--- src/dpram_host_defines.svh ---
// timing counts and field positions for the dual-port ram port controller
// assumes a 25 MHz clock, 40 ns period
`ifndef DPRAM_HOST_DEFINES_SVH
`define DPRAM_HOST_DEFINES_SVH
`define CLK_PERIOD_NS          40
`define WRITE_PULSE_NS         40
`define WRITE_PULSE_CYC        ((`WRITE_PULSE_NS + `CLK_PERIOD_NS - 1) / `CLK_PERIOD_NS)
`define READ_ACCESS_NS         80
`define READ_ACCESS_CYC        ((`READ_ACCESS_NS + `CLK_PERIOD_NS - 1) / `CLK_PERIOD_NS)
`define FLAG_UPDATE_PULSE_NS   20
`define FLAG_UPDATE_PULSE_CYC  ((`FLAG_UPDATE_PULSE_NS + `CLK_PERIOD_NS - 1) / `CLK_PERIOD_NS)
`define SETUP_CYC              1
`define SEM_ADDR_BITS          3
`define SEM_FREE_BIT           1'h1
`define SEM_TAKE_BIT           1'h0
`define ADDR_WIDTH             14
`define DATA_WIDTH             8
`define MAILBOX_LEFT_ADDR      14'h3FFF
`define MAILBOX_RIGHT_ADDR     14'h3FFE
`endif

--- src/dpram_host_pkg.sv ---
// types for the dual-port ram port controller
// assumes dpram_host_defines.svh is compiled alongside
package dpram_host_pkg;
    typedef enum logic [2:0] {
        op_read,
        op_write,
        op_sem_take,
        op_sem_release,
        op_sem_read
    } op_type;

    typedef enum {
        st_idle,
        st_setup,
        st_write,
        st_hold,
        st_read,
        st_gap
    } phase_type;
endpackage : dpram_host_pkg

--- src/dpram_host.sv ---
// controller for one port of an asynchronous dual-port ram with semaphores and mailbox
// assumes the ram pins are wired directly; pin inputs are synchronised here
`include "dpram_host_defines.svh"
module dpram_host
    import dpram_host_pkg::*;
#(
    parameter int ADDR_W = `ADDR_WIDTH,
    parameter int DATA_W = `DATA_WIDTH
) (
    // clock and reset
    input  wire logic              clock,
    input  wire logic              arst_n,
    // user request
    input  wire logic              req_valid,
    input  wire logic [2:0]        req_op,
    input  wire logic [ADDR_W-1:0] req_addr,
    input  wire logic [DATA_W-1:0] req_wdata,
    output logic                   req_ready,
    // user answer
    output logic                   rsp_valid,
    output logic [DATA_W-1:0]      rsp_rdata,
    output logic                   rsp_sem_owned,
    output logic                   rsp_busy_seen,
    output logic                   mailbox_pending,
    // ram port pins
    output logic                   mem_sel_n,
    output logic                   sem_sel_n,
    output logic                   wr_n,
    output logic                   out_en_n,
    output logic [ADDR_W-1:0]      addr,
    output logic [DATA_W-1:0]      data_o,
    output logic                   data_oe,
    input  wire logic [DATA_W-1:0] data_i,
    input  wire logic              busy_n,
    input  wire logic              mailbox_n
);
    typedef struct packed {
        phase_type         phase;
        op_type            op;
        logic              sem;
        logic              readback;
        logic              busy_seen;
        logic [DATA_W-1:0] din_meta;
        logic [DATA_W-1:0] din_sync;
        logic [1:0]        busy_meta;
        logic [1:0]        mbx_meta;
        logic              ready;
        logic              rvalid;
        logic [DATA_W-1:0] rdata;
        logic              owned;
        logic              busy_out;
        logic              mbx;
        logic              mem_sel_n;
        logic              sem_sel_n;
        logic              wr_n;
        logic              oe_n;
        logic [ADDR_W-1:0] addr;
        logic [DATA_W-1:0] dout;
        logic              doe;
    } host_state_type;

    host_state_type cur_ff;
    host_state_type nxt_cur;
    logic           tmr_load;
    logic [3:0]     tmr_count;
    logic           tmr_done;

    function automatic logic is_sem_op(input op_type o);
        return (o == op_sem_take) || (o == op_sem_release) || (o == op_sem_read);
    endfunction : is_sem_op

    pulse_timer #(
        .WIDTH (4)
    ) u_timer (
        .clock  (clock),
        .arst_n (arst_n),
        .load   (tmr_load),
        .count  (tmr_count),
        .done   (tmr_done)
    );

    always_comb begin
        nxt_cur    = cur_ff;
        tmr_load   = 1'h0;
        tmr_count  = 4'h0;
        // pin synchronisers
        nxt_cur.din_meta  = data_i;
        nxt_cur.din_sync  = cur_ff.din_meta;
        nxt_cur.busy_meta = {cur_ff.busy_meta[0], busy_n};
        nxt_cur.mbx_meta  = {cur_ff.mbx_meta[0], mailbox_n};
        nxt_cur.mbx       = ~cur_ff.mbx_meta[1];
        nxt_cur.rvalid    = 1'h0;
        case (cur_ff.phase)
            st_idle: begin
                nxt_cur.ready = 1'h1;
                if (req_valid && cur_ff.ready) begin
                    nxt_cur.ready     = 1'h0;
                    nxt_cur.op        = op_type'(req_op);
                    nxt_cur.sem       = is_sem_op(op_type'(req_op));
                    nxt_cur.readback  = (op_type'(req_op) == op_sem_take);
                    nxt_cur.busy_seen = 1'h0;
                    // address set while write strobe is high
                    nxt_cur.wr_n = 1'h1;
                    nxt_cur.addr = req_addr;
                    if (is_sem_op(op_type'(req_op))) begin
                        // only low bits select a latch
                        nxt_cur.addr = ADDR_W'(req_addr[`SEM_ADDR_BITS-1:0]);
                        nxt_cur.mem_sel_n = 1'h1;
                        nxt_cur.sem_sel_n = 1'h0;
                    end else begin
                        nxt_cur.mem_sel_n = 1'h0;
                        nxt_cur.sem_sel_n = 1'h1;
                    end
                    if (op_type'(req_op) == op_sem_take) begin
                        nxt_cur.dout = '1;
                        nxt_cur.dout[0] = `SEM_TAKE_BIT;
                    end else if (op_type'(req_op) == op_sem_release) begin
                        nxt_cur.dout = '1;
                        nxt_cur.dout[0] = `SEM_FREE_BIT;
                    end else begin
                        nxt_cur.dout = req_wdata;
                    end
                    tmr_load  = 1'h1;
                    tmr_count = 4'(`SETUP_CYC);
                    nxt_cur.phase = st_setup;
                end
            end
            st_setup: begin
                if (tmr_done) begin
                    tmr_load = 1'h1;
                    if (cur_ff.op == op_read || cur_ff.op == op_sem_read) begin
                        nxt_cur.oe_n = 1'h0;
                        nxt_cur.wr_n = 1'h1;
                        tmr_count = 4'(`READ_ACCESS_CYC + 2);
                        nxt_cur.phase = st_read;
                    end else begin
                        // drive data with output enable high so pins do not fight
                        nxt_cur.oe_n = 1'h1;
                        nxt_cur.doe  = 1'h1;
                        nxt_cur.wr_n = 1'h0;
                        tmr_count = 4'(`WRITE_PULSE_CYC);
                        nxt_cur.phase = st_write;
                    end
                end
            end
            st_write: begin
                if (!cur_ff.busy_meta[1]) begin
                    nxt_cur.busy_seen = 1'h1;
                end
                if (tmr_done) begin
                    nxt_cur.wr_n = 1'h1;
                    tmr_load  = 1'h1;
                    tmr_count = 4'(`SETUP_CYC);
                    nxt_cur.phase = st_hold;
                end
            end
            st_hold: begin
                if (tmr_done) begin
                    nxt_cur.doe = 1'h0;
                    if (cur_ff.readback) begin
                        // release select before read-back
                        nxt_cur.sem_sel_n = 1'h1;
                        tmr_load  = 1'h1;
                        tmr_count = 4'(`FLAG_UPDATE_PULSE_CYC);
                        nxt_cur.phase = st_gap;
                    end else begin
                        nxt_cur.mem_sel_n = 1'h1;
                        nxt_cur.sem_sel_n = 1'h1;
                        nxt_cur.rvalid    = 1'h1;
                        nxt_cur.busy_out  = cur_ff.busy_seen;
                        nxt_cur.phase     = st_idle;
                    end
                end
            end
            st_gap: begin
                if (tmr_done) begin
                    nxt_cur.sem_sel_n = 1'h0;
                    nxt_cur.oe_n      = 1'h0;
                    nxt_cur.wr_n      = 1'h1;
                    tmr_load  = 1'h1;
                    tmr_count = 4'(`READ_ACCESS_CYC + 2);
                    nxt_cur.phase = st_read;
                end
            end
            st_read: begin
                if (!cur_ff.busy_meta[1] && !cur_ff.sem) begin
                    nxt_cur.busy_seen = 1'h1;
                end
                if (tmr_done) begin
                    nxt_cur.oe_n      = 1'h1;
                    nxt_cur.mem_sel_n = 1'h1;
                    nxt_cur.sem_sel_n = 1'h1;
                    nxt_cur.rdata     = cur_ff.din_sync;
                    // zero on bit zero means this port holds the latch
                    nxt_cur.owned     = cur_ff.sem && !cur_ff.din_sync[0];
                    nxt_cur.busy_out  = cur_ff.busy_seen;
                    nxt_cur.rvalid    = 1'h1;
                    nxt_cur.phase     = st_idle;
                end
            end
            default: begin
                nxt_cur.phase = st_idle;
            end
        endcase
    end

    always_ff @(posedge clock or negedge arst_n) begin
        if (!arst_n) begin
            cur_ff <= '{phase: st_idle, op: op_read, mem_sel_n: 1'h1, sem_sel_n: 1'h1,
                        wr_n: 1'h1, oe_n: 1'h1, busy_meta: 2'h3, mbx_meta: 2'h3,
                        default: '0};
        end else begin
            cur_ff <= nxt_cur;
        end
    end

    // outputs straight from the state register
    assign req_ready       = cur_ff.ready;
    assign rsp_valid       = cur_ff.rvalid;
    assign rsp_rdata       = cur_ff.rdata;
    assign rsp_sem_owned   = cur_ff.owned;
    assign rsp_busy_seen   = cur_ff.busy_out;
    assign mailbox_pending = cur_ff.mbx;
    assign mem_sel_n       = cur_ff.mem_sel_n;
    assign sem_sel_n       = cur_ff.sem_sel_n;
    assign wr_n            = cur_ff.wr_n;
    assign out_en_n        = cur_ff.oe_n;
    assign addr            = cur_ff.addr;
    assign data_o          = cur_ff.dout;
    assign data_oe         = cur_ff.doe;
endmodule : dpram_host

--- src/pulse_timer.sv ---
// down counter that reports when a loaded cycle count has run out
// assumes one clock domain and a load pulse from the same domain
module pulse_timer #(
    parameter int WIDTH = 4
) (
    // clock and reset
    input  wire logic             clock,
    input  wire logic             arst_n,
    // control
    input  wire logic             load,
    input  wire logic [WIDTH-1:0] count,
    // status
    output logic                  done
);
    typedef struct packed {
        logic [WIDTH-1:0] cnt;
        logic             done;
    } timer_state_type;

    timer_state_type cur_ff;
    timer_state_type nxt_cur;

    always_comb begin
        nxt_cur = cur_ff;
        if (load) begin
            nxt_cur.cnt  = count;
            nxt_cur.done = 1'h0;
        end else if (cur_ff.cnt > WIDTH'(1)) begin
            nxt_cur.cnt = cur_ff.cnt - WIDTH'(1);
        end else begin
            nxt_cur.cnt  = '0;
            nxt_cur.done = 1'h1;
        end
    end

    always_ff @(posedge clock or negedge arst_n) begin
        if (!arst_n) begin
            cur_ff <= '{cnt: '0, done: 1'h1};
        end else begin
            cur_ff <= nxt_cur;
        end
    end

    assign done = cur_ff.done;
endmodule : pulse_timer

--- config.mk ---
export PLATFORM = sky130hd
export DESIGN_NAME = dpram_host
export DESIGN_NICKNAME = d
export VERILOG_FILES = /design/src/dpram_host_pkg.sv /design/src/dpram_host.sv /design/src/pulse_timer.sv
export VERILOG_INCLUDE_DIRS = /design/src
export SDC_FILE = /design/constraint.sdc
export NUM_CORES = 1
export LEC_CHECK = 0
export ABC_CLOCK_PERIOD_IN_PS = 2270
export CORE_MARGIN = 10
export CORE_UTILIZATION = 38
export CTS_BUF_LIST = sky130_fd_sc_hd__clkbuf_16
export DETAILED_ROUTE_END_ITERATION = 10
export DONT_BUFFER_PORTS = 1
export PLACE_DENSITY = 0.58
export RECOVER_POWER = 50
export SLEW_MARGIN = 20
export SYNTH_ARGS = -nofsm -noshare
export SYNTH_HDL_FRONTEND = slang
export SYNTH_HIERARCHICAL = 1
export SYNTH_SLANG_ARGS = --single-unit
--- constraint.sdc ---
create_clock -name clock -period 2.27 [get_ports clock]
set_clock_uncertainty 0.2 [all_clocks]
set_input_delay 0 -clock clock [delete_from_list [all_inputs] [get_ports clock]]
set_output_delay 0 -clock clock [all_outputs]
set_load 0.05 [all_outputs]
# Yosys cells after proc, flatten, opt, wreduce, memory -nomap -nowiden
# Cells that the tools add are included.
# W data, S select, Z words.
# word_totals
register_bits	103
latchBits	0
ramBits	0
rom_bits	0
output_inout_bits	40
wordCells	132
memories	0
# classes
n_addsub	1
multipliers	0
div	0
n_lt_le_gt_ge	1
eq_ne	20
shifts	0
mux	56
bitwise	1
reduce_logical	29
# op_table
cell	n
$pmux W32 S6	1
$mux W32	5
$eq A32 B2 Y1 const B	2
$eq A32 B3 Y1 const B	2
$mux W38	1
$eq A32 B1 Y1 const B	1
$logic_not A32 Y1	1
$mux W1	21
$pmux W4 S5	1
$mux W3	6
$mux W8	2
$reduce_and A4 Y1	4
$reduce_and A5 Y1	3
$mux W14	1
$ne A2 B2 Y1 const B	6
$pmux W1 S3	4
$mux W11	1
$mux W2	5
$ne A2 B1 Y1 const B	5
$reduce_bool A3 Y1	3
$mux W4	2
$pmux W1 S4	2
$reduce_bool A4 Y1	2
$eq A3 B2 Y1 const B	2
14 further kinds	25

# Depth between registers and ports, before layout
# Gate-level depths: netlist of the first run.
# depth
depth_word	6
ltp_mapped	8

# By module
# The synthesis of the first run kept the hierarchy.
# by_module_without_submodules
mod	n_inst	cells_per_inst	area_each_um2
dpram_host	1	235	2842.7
pulse_timer	1	26	250.2

# Least setup slack after synthesis of the first run
# OpenSTA, ideal clock, no wires.
# synth_path
kind	register to register
from	reg cur_ff, in the netlist req_ready
to	reg u_timer/cur_ff[4] in the netlist's numbering
arrival_ns	1.810
required_time_ns	1.994
path_slack_ns	0.184
path_stages_with_launch	8
path_buffers	2
period_less_slack_ns	2.086
cell_sequence	dfrtp_1 -> and2_0 -> nand2_2 -> buf_6 -> buf_2 -> o21ai_0 -> a21o_1 -> o21ai_1
# synth_lines
item	line	text
start: declaration	dpram_host.sv:62	host_state_type cur_ff;
start signal: assignment	dpram_host.sv:209	cur_ff <= '{phase: st_idle, op: op_read, mem_sel_n: 1'h1, sem_sel_n: 1'h1,
start signal: assignment	dpram_host.sv:213	cur_ff <= nxt_cur;
end signal: assignment	pulse_timer.sv:38	cur_ff <= '{cnt: '0, done: 1'h1};
end signal: assignment	pulse_timer.sv:40	cur_ff <= nxt_cur;
end: declaration	pulse_timer.sv:20	timer_state_type cur_ff;

# Worst setup path in the final report of the first run
# layout_path
from	reg cur_ff[66] in the netlist's numbering
to	reg cur_ff[61] in the netlist's numbering
# layout_between
elab_chain_len	2
# layout_rtl
item	line	text
$logic_not A32 Y1	dpram_host.sv:93	case (cur_ff.phase)
$reduce_and A2 Y1 (no line)	n/a	
# No other way between the ends.
# A chain may end at the register's enable or synchronous reset.

==> results of run 1 <==
==> kinds of logic (layout without fill, tap and decap cells) <==
family | after synthesis | in the layout
multiplexers | 18 | 18
AND/OR/NAND/NOR | 66 | 66
other | 1 | 2
flip-flops | 73 | 73
XOR/XNOR | 1 | 1
buffers and inverters | 51 | 81
AO/OA/AOI/OAI | 49 | 49
adder cells (fa/ha/maj) | 2 | 2
==> how the worst max path moves through the flow <==
stage | end | slack (ps) | cells past startpoint
3_5_place_dp | u_timer/cur_ff[4]$_DFF_PN0_ | 360 | 6
2_1_floorplan | u_timer/cur_ff[4]$_DFF_PN0_ | 180 | 7
6_report | cur_ff[61]$_DFFE_PN0P_ | 120 | 5
4_1_cts | cur_ff[61]$_DFFE_PN0P_ | 30 | 5
3_3_place_gp | u_timer/cur_ff[4]$_DFF_PN0_ | 340 | 6
5_1_grt | cur_ff[61]$_DFFE_PN0P_ | 20 | 5
==> metrics by stage <==
| stage | hold slack [ps] | setup slack, ps | utilization (%) | instances |
|---|---|---|---|---|
| global placement | -492 | 337 | 38.0 | 330 |
| global route | 19.4 | 20.2 | 49.2 | 394 |
| floorplan | -496 | 184 | - | 262 |
| CTS | 12.3 | 25.0 | 49.1 | 394 |
| detailed placement | -492 | 357 | 38.0 | 330 |
| finish | 16.3 | 124 | 49.2 | 394 |
==> state kept, by name, indices dropped and copies added, names as in the netlist, 4 cells and up <==
name	flops
rsp_rdata	8
u_timer/cur_ff	4
data_o	8
cur_ff	28
addr	14
==> synthesized netlist by cell type (2+ instances only) <==
cell / count / area, µm²
o21ai_1: 3 / 15.0
mux2_2: 14 / 158
nor2_2: 2 / 12.5
dfrtp_1: 64 / 1600
a22o_1: 11 / 96.3
nor3b_1: 3 / 22.5
mux2i_1: 3 / 30.0
nand2_1: 17 / 63.8
dfstp_2: 9 / 236
inv_1: 8 / 30.0
nor2b_1: 3 / 18.8
ha_1: 2 / 25.0
clkbuf_1: 3 / 11.3
a21oi_1: 9 / 45.0
buf_6: 5 / 56.3
buf_4: 32 / 240
buf_2: 3 / 15.0
o21ai_0: 14 / 70.1
nor3_1: 5 / 25.0
nor2_1: 22 / 82.6
o31ai_1: 2 / 15.0
a31oi_1: 2 / 12.5
nand2b_1: 3 / 18.8
==> power breakdown <==
group / total, mW / switching (mW) / internal, mW
sequential: 3.25 / 1.48 / 1.77
combinational: 1.31 / 0.644 / 0.669
clock: 1.71 / 0.521 / 1.19
==> routing by layer <==
layer / vias up / global-route usage [%] / part of all wire (%)
li1: 905 / - / -
met4: 0 / 3.03 / 0.76
met2: 49 / 18.0 / 50
met5: - / 0 / 0
met1: 899 / 13.0 / 40
met3: 5 / 5.86 / 9.3
==> area by class of cell <==
class	instances	share of cell area [%]
clock buffers	9	5.86
inverters	8	0.782
repair buffers	57	14.7
flip-flops and latches	73	47.9
well taps	102	3.32
clock inverters	7	3.68
multi-input cells	138	23.7
==> repair_timing <==
item                       4_1_cts  5_1_grt
setup endpoints to repair        0        1
gates resized for setup          0        3
hold buffers                    48        0
hold endpoints to repair       110        0
==> reports/results.ini, run 1 <==
[final_layout]
nFillCells = 716
finalNetCount = 327
num_antenna_cells = 0
seqCellArea_um2 = 1840
multiInputGateArea_um2 = 911
layout_common_cells = 62 x dfrtp_1, 47 x dlygate4sd3_1, 22 x nor2_1
drive_above_1_share_pct = 20.5
final_common_cell = dfrtp_1
fin_area_um2 = 3840
syn_to_final_growth_pct = 24.2

[yosys]
ys_seq_elements = 73
synth-xor-area-share_pct = 0.283
synth-edff-count = 0
synth_area_um2 = 3090
synth_compound_area_share_pct = 10.5
synthArstFlopShare_pct = 100
synthMuxAreaShare_pct = 6.55
synth_top_family_by_area = buffers and inverters
ys_seq_area_share_pct = 59.4
yosysWarnings = 6
syn_inst = 261
ys_types = 45
synth_flop_cell = dfrtp_1
synthSimpleGateAreaFrac_pct = 10.9
avgSynthCellArea_um2 = 11.9
synth-adder-area-share_pct = 0.809

[drt]
ant_nets = 0
wire_per_inst_um = 16.1
first_pass_iters = 4
first_iter_violations = 48
avgViaCountPerCell = 4.72
routed_wl_um = 6360
drc = 0
num_vias = 1858

[clock_network]
htree_levels = 3
root_buffer = clkbuf_16
clk_path_buf_depth = 2
cts_made_buffers = 9
cts_tree = done
numClockSinks = 73
cts.clk_slew.worst_paths_ps = 60
worstSkewPairLatency_ps = 320
post_cts_buffers = 0

[global_routing]
grt_max_degree = 74
antenna_found_initial = 0
gr-usage-all-layers_pct = 11.2
grt_pass1_wl_um = 10600
grt_pass1_vias = 2022
overflow = 0

[placed_design]
hpwlAfterDp_um = 4470
globalplace.congestion = 0.822
portBuffers = 0
placed_area_um2 = 2970

[worst_hold_path]
hold_path.class = input pin to asynchronous set/reset pin

[worst_setup_path]
rr_startpoint = cur_ff[66]$_DFFE_PN0P_
endpoint_kind = flip-flop
critPathTopFamily = buffers and inverters
worst-path-max-fanout = 11
crit_type = flip-flop to flip-flop
crit_path_start = cur_ff[66]$_DFFE_PN0P_
slowest_stage = dlygate4sd3_1
r2r-end = cur_ff[61]$_DFFE_PN0P_
slowest_delay_ps = 570
worst_ep_arrival_time_ps = 2200
path_cells = nor3_4 > nand2_4 > buf_4 > o31ai_2 > dlygate4sd3_1
rr_worst_depth = 5
worst_setup_path_start_kind = flip-flop
rrSetupSlack_ps = 120
cp.buffers_inverters = 2
crit_required_ps = 2330

[sta]
slew_headroom_pct = 66.2
setup_tns_ps = 0
fin_crit_ps = 2150
grt_setup_unrepaired = no
finalHoldViolations = 0
maxSlewViolCount = 0
worst_slew_pin_slew_ps = 508
finalCritPeriodShare_pct = 94.5
setup_viol = 0
fmax_mhz = 466

[die]
die_h_um = 110
core_um2 = 7810
start_util_pct = 39.6
io_pins = 78
fp-row-count = 32
die_w_um = 110
dieArea_um2 = 12100

[power]
power_leakage_nw = 1.69
finalPower_mw = 6.27
powerDensity_nw_per_um2 = 1630
vdd_drop_max_mv = 0.910

[run]
drv_cap = 0

[status]
status = finished, final reports clean

Power figures use the tool's default switching activity.
==> run 2: changes to the inputs <==
- PLACE_DENSITY: 0.58 -> default
==> reports/results.ini, run 2 (synthesized netlist as in run 1, its figures left out) <==
[power]
finalPower_mw = 5.84  ; -6.8%
powerDensity_nw_per_um2 = 1580  ; -3.2%
vdd_drop_max_mv = 0.776  ; -15%
power_leakage_nw = 1.61  ; -4.5%

[drt]
num_vias = 1861  ; +0.16%
wl_met2_um = 3040  ; -4.7%
wire_per_inst_um = 16.1  ; about the same
ant_nets = 0  ; unchanged
routed_wl_um = 6290  ; -1.1%
avgViaCountPerCell = 4.77  ; +1.2%
wl_met1_um = 2660  ; +5.4%
first_pass_iters = 6  ; +2
dr_wl_met3_um = 495  ; -16%
first_iter_violations = 123  ; +160%
top_layer = met4
drc = 0  ; unchanged

[die]
start_util_pct = 39.6  ; unchanged
io_pins = 78  ; unchanged
core_um2 = 7810  ; unchanged
dieArea_um2 = 12100  ; unchanged
die_w_um = 110  ; unchanged
die_h_um = 110  ; unchanged
fp-row-count = 32  ; unchanged

[worst_setup_path]
crit_required_ps = 2280  ; -50 ps
endpoint_kind = flip-flop
worst_ep_arrival_time_ps = 1950  ; -250 ps
r2r-end = addr[2]$_DFFE_PN0P_
cp.buffers_inverters = 1  ; -1
path_cells = nor3_4 > nand2_2 > buf_4 > mux2_2
critPathTopFamily = flip-flops
slowest_delay_ps = 690  ; +120 ps
crit_type = flip-flop to flip-flop
slowest_stage = dfrtp_1
worst_setup_path_start_kind = flip-flop
rrSetupSlack_ps = 330  ; +210 ps
rr_worst_depth = 4  ; -1
rr_startpoint = cur_ff[68]$_DFFE_PN0P_
worst-path-max-fanout = 35  ; +24

[global_routing]
antenna_found_initial = 0  ; unchanged
grt_max_degree = 74  ; unchanged
grt_pass1_vias = 1947  ; -3.7%
overflow = 0  ; unchanged
gr-usage-all-layers_pct = 10.9  ; -0.38 points
grt_pass1_wl_um = 10200  ; -3.8%

[final_layout]
final_util_pct = 47.4  ; -1.8 points
seqCellArea_um2 = 1840  ; -0.14%
finalNetCount = 323  ; -1.2%
layout_common_cells = 64 x dfrtp_1, 46 x dlygate4sd3_1, 22 x nor2_1
stdcell_count = 390  ; -1.0%
num_antenna_cells = 0  ; unchanged
syn_to_final_growth_pct = 19.6
largest_reg_flops = 28  ; unchanged
drive_above_1_share_pct = 19.1  ; -1.5 points
multiInputGateArea_um2 = 906  ; -0.55%
final_common_cell = dfrtp_1
top_register = cur_ff
nFillCells = 696  ; -2.8%

[worst_hold_path]
whs_path_depth = 1
holdPathEnd = cur_ff[58]$_DFF_PN0_
hold_path.class = input pin to flip-flop
hp-start = data_i[6]

[clock_network]
clk_path_buf_depth = 2  ; unchanged
numClockSinks = 73  ; unchanged
cts_made_buffers = 9  ; unchanged
worstSkewPairLatency_ps = 330  ; about the same
cts_tree = done
cts.clk_slew.worst_paths_ps = 60  ; about the same
root_buffer = clkbuf_16
htree_levels = 3  ; unchanged

[sta]
slew_headroom_pct = -3.39  ; -70 points
finalCritPeriodShare_pct = 85.3  ; -9.2 points
fmax_mhz = 516  ; +11%
worst_slew_pin_slew_ps = 1550  ; +1040 ps
setup_viol = 0  ; unchanged
finalHoldViolations = 0  ; unchanged
fin_crit_ps = 1940  ; -209 ps
grt_setup_unrepaired = no
maxSlewViolCount = 74  ; +74
timing.hold.ws_ps = 19.5  ; +3.28 ps
setup_tns_ps = 0  ; unchanged

[status]
violations = max-capacitance violations, max-slew violations
status = complete, but fails checks

[placed_design]
hpwlAfterDp_um = 4140  ; -7.5%
dp_cells = 327  ; -0.91%
globalplace.congestion = 0.818  ; -0.45%
portBuffers = 0  ; unchanged

[run]
drv_cap = 1  ; +1

==> run 2: how the worst max path moves through the flow <==
stage	from	endpoint	slack, ps	cells after the start
after floorplan	req_ready$_DFFE_PN0N_	u_timer/cur_ff[4]$_DFF_PN0_	180	7
after global routing	arst_n	u_timer/cur_ff[2]$_DFF_PN0_	160	2
final	cur_ff[68]$_DFFE_PN0P_	addr[2]$_DFFE_PN0P_	330	4
after detailed placement	cur_ff[66]$_DFFE_PN0P_	addr[1]$_DFFE_PN0P_	370	4
after CTS	cur_ff[68]$_DFFE_PN0P_	u_timer/cur_ff[4]$_DFF_PN0_	350	6
after global placement	cur_ff[66]$_DFFE_PN0P_	addr[2]$_DFFE_PN0P_	370	4
==> run 2: worst register-to-register path: stages, from the launching register on <==
cell and delay [ps]:
dfrtp_1 690, nor3_4 80, nand2_2 120, buf_4 350, mux2_2 380
==> run 2: per-layer routing <==
metal,track usage (%),up-vias
met5,0,-
met4,4.95,0
met3,5.11,8
met2,16.6,54
met1,12.8,896
li1,-,903
==> run 2: through the flow <==
stage	setup WS (ps)	cell area, µm²
after global routing	162	3700
final	334	3700
after global placement	369	2950
after CTS	350	3720
after floorplan	184	3100
after detailed placement	367	2950
==> run 2: timing repair <==
item / CTS / global route
hold endpoints to repair: 110 / 0
hold buffers: 47 / 0
buffers inserted: 0 / 0
resized for setup: 0 / 0
==> run 2: layout make-up <==
cell class	count	area share (%)
clock buffer	9	6.09
clock inverter	7	1.66
inverter	8	0.812
multi-input combinational	138	24.5
sequential	73	49.7
tap	102	3.45
timing repair buffer	53	13.8
==> run 2: report_power, final <==
group,total (mW),switching (mW),internal [mW]
Clock,1.34,0.581,0.760
Combinational,1.23,0.603,0.631
Sequential,3.27,1.50,1.76
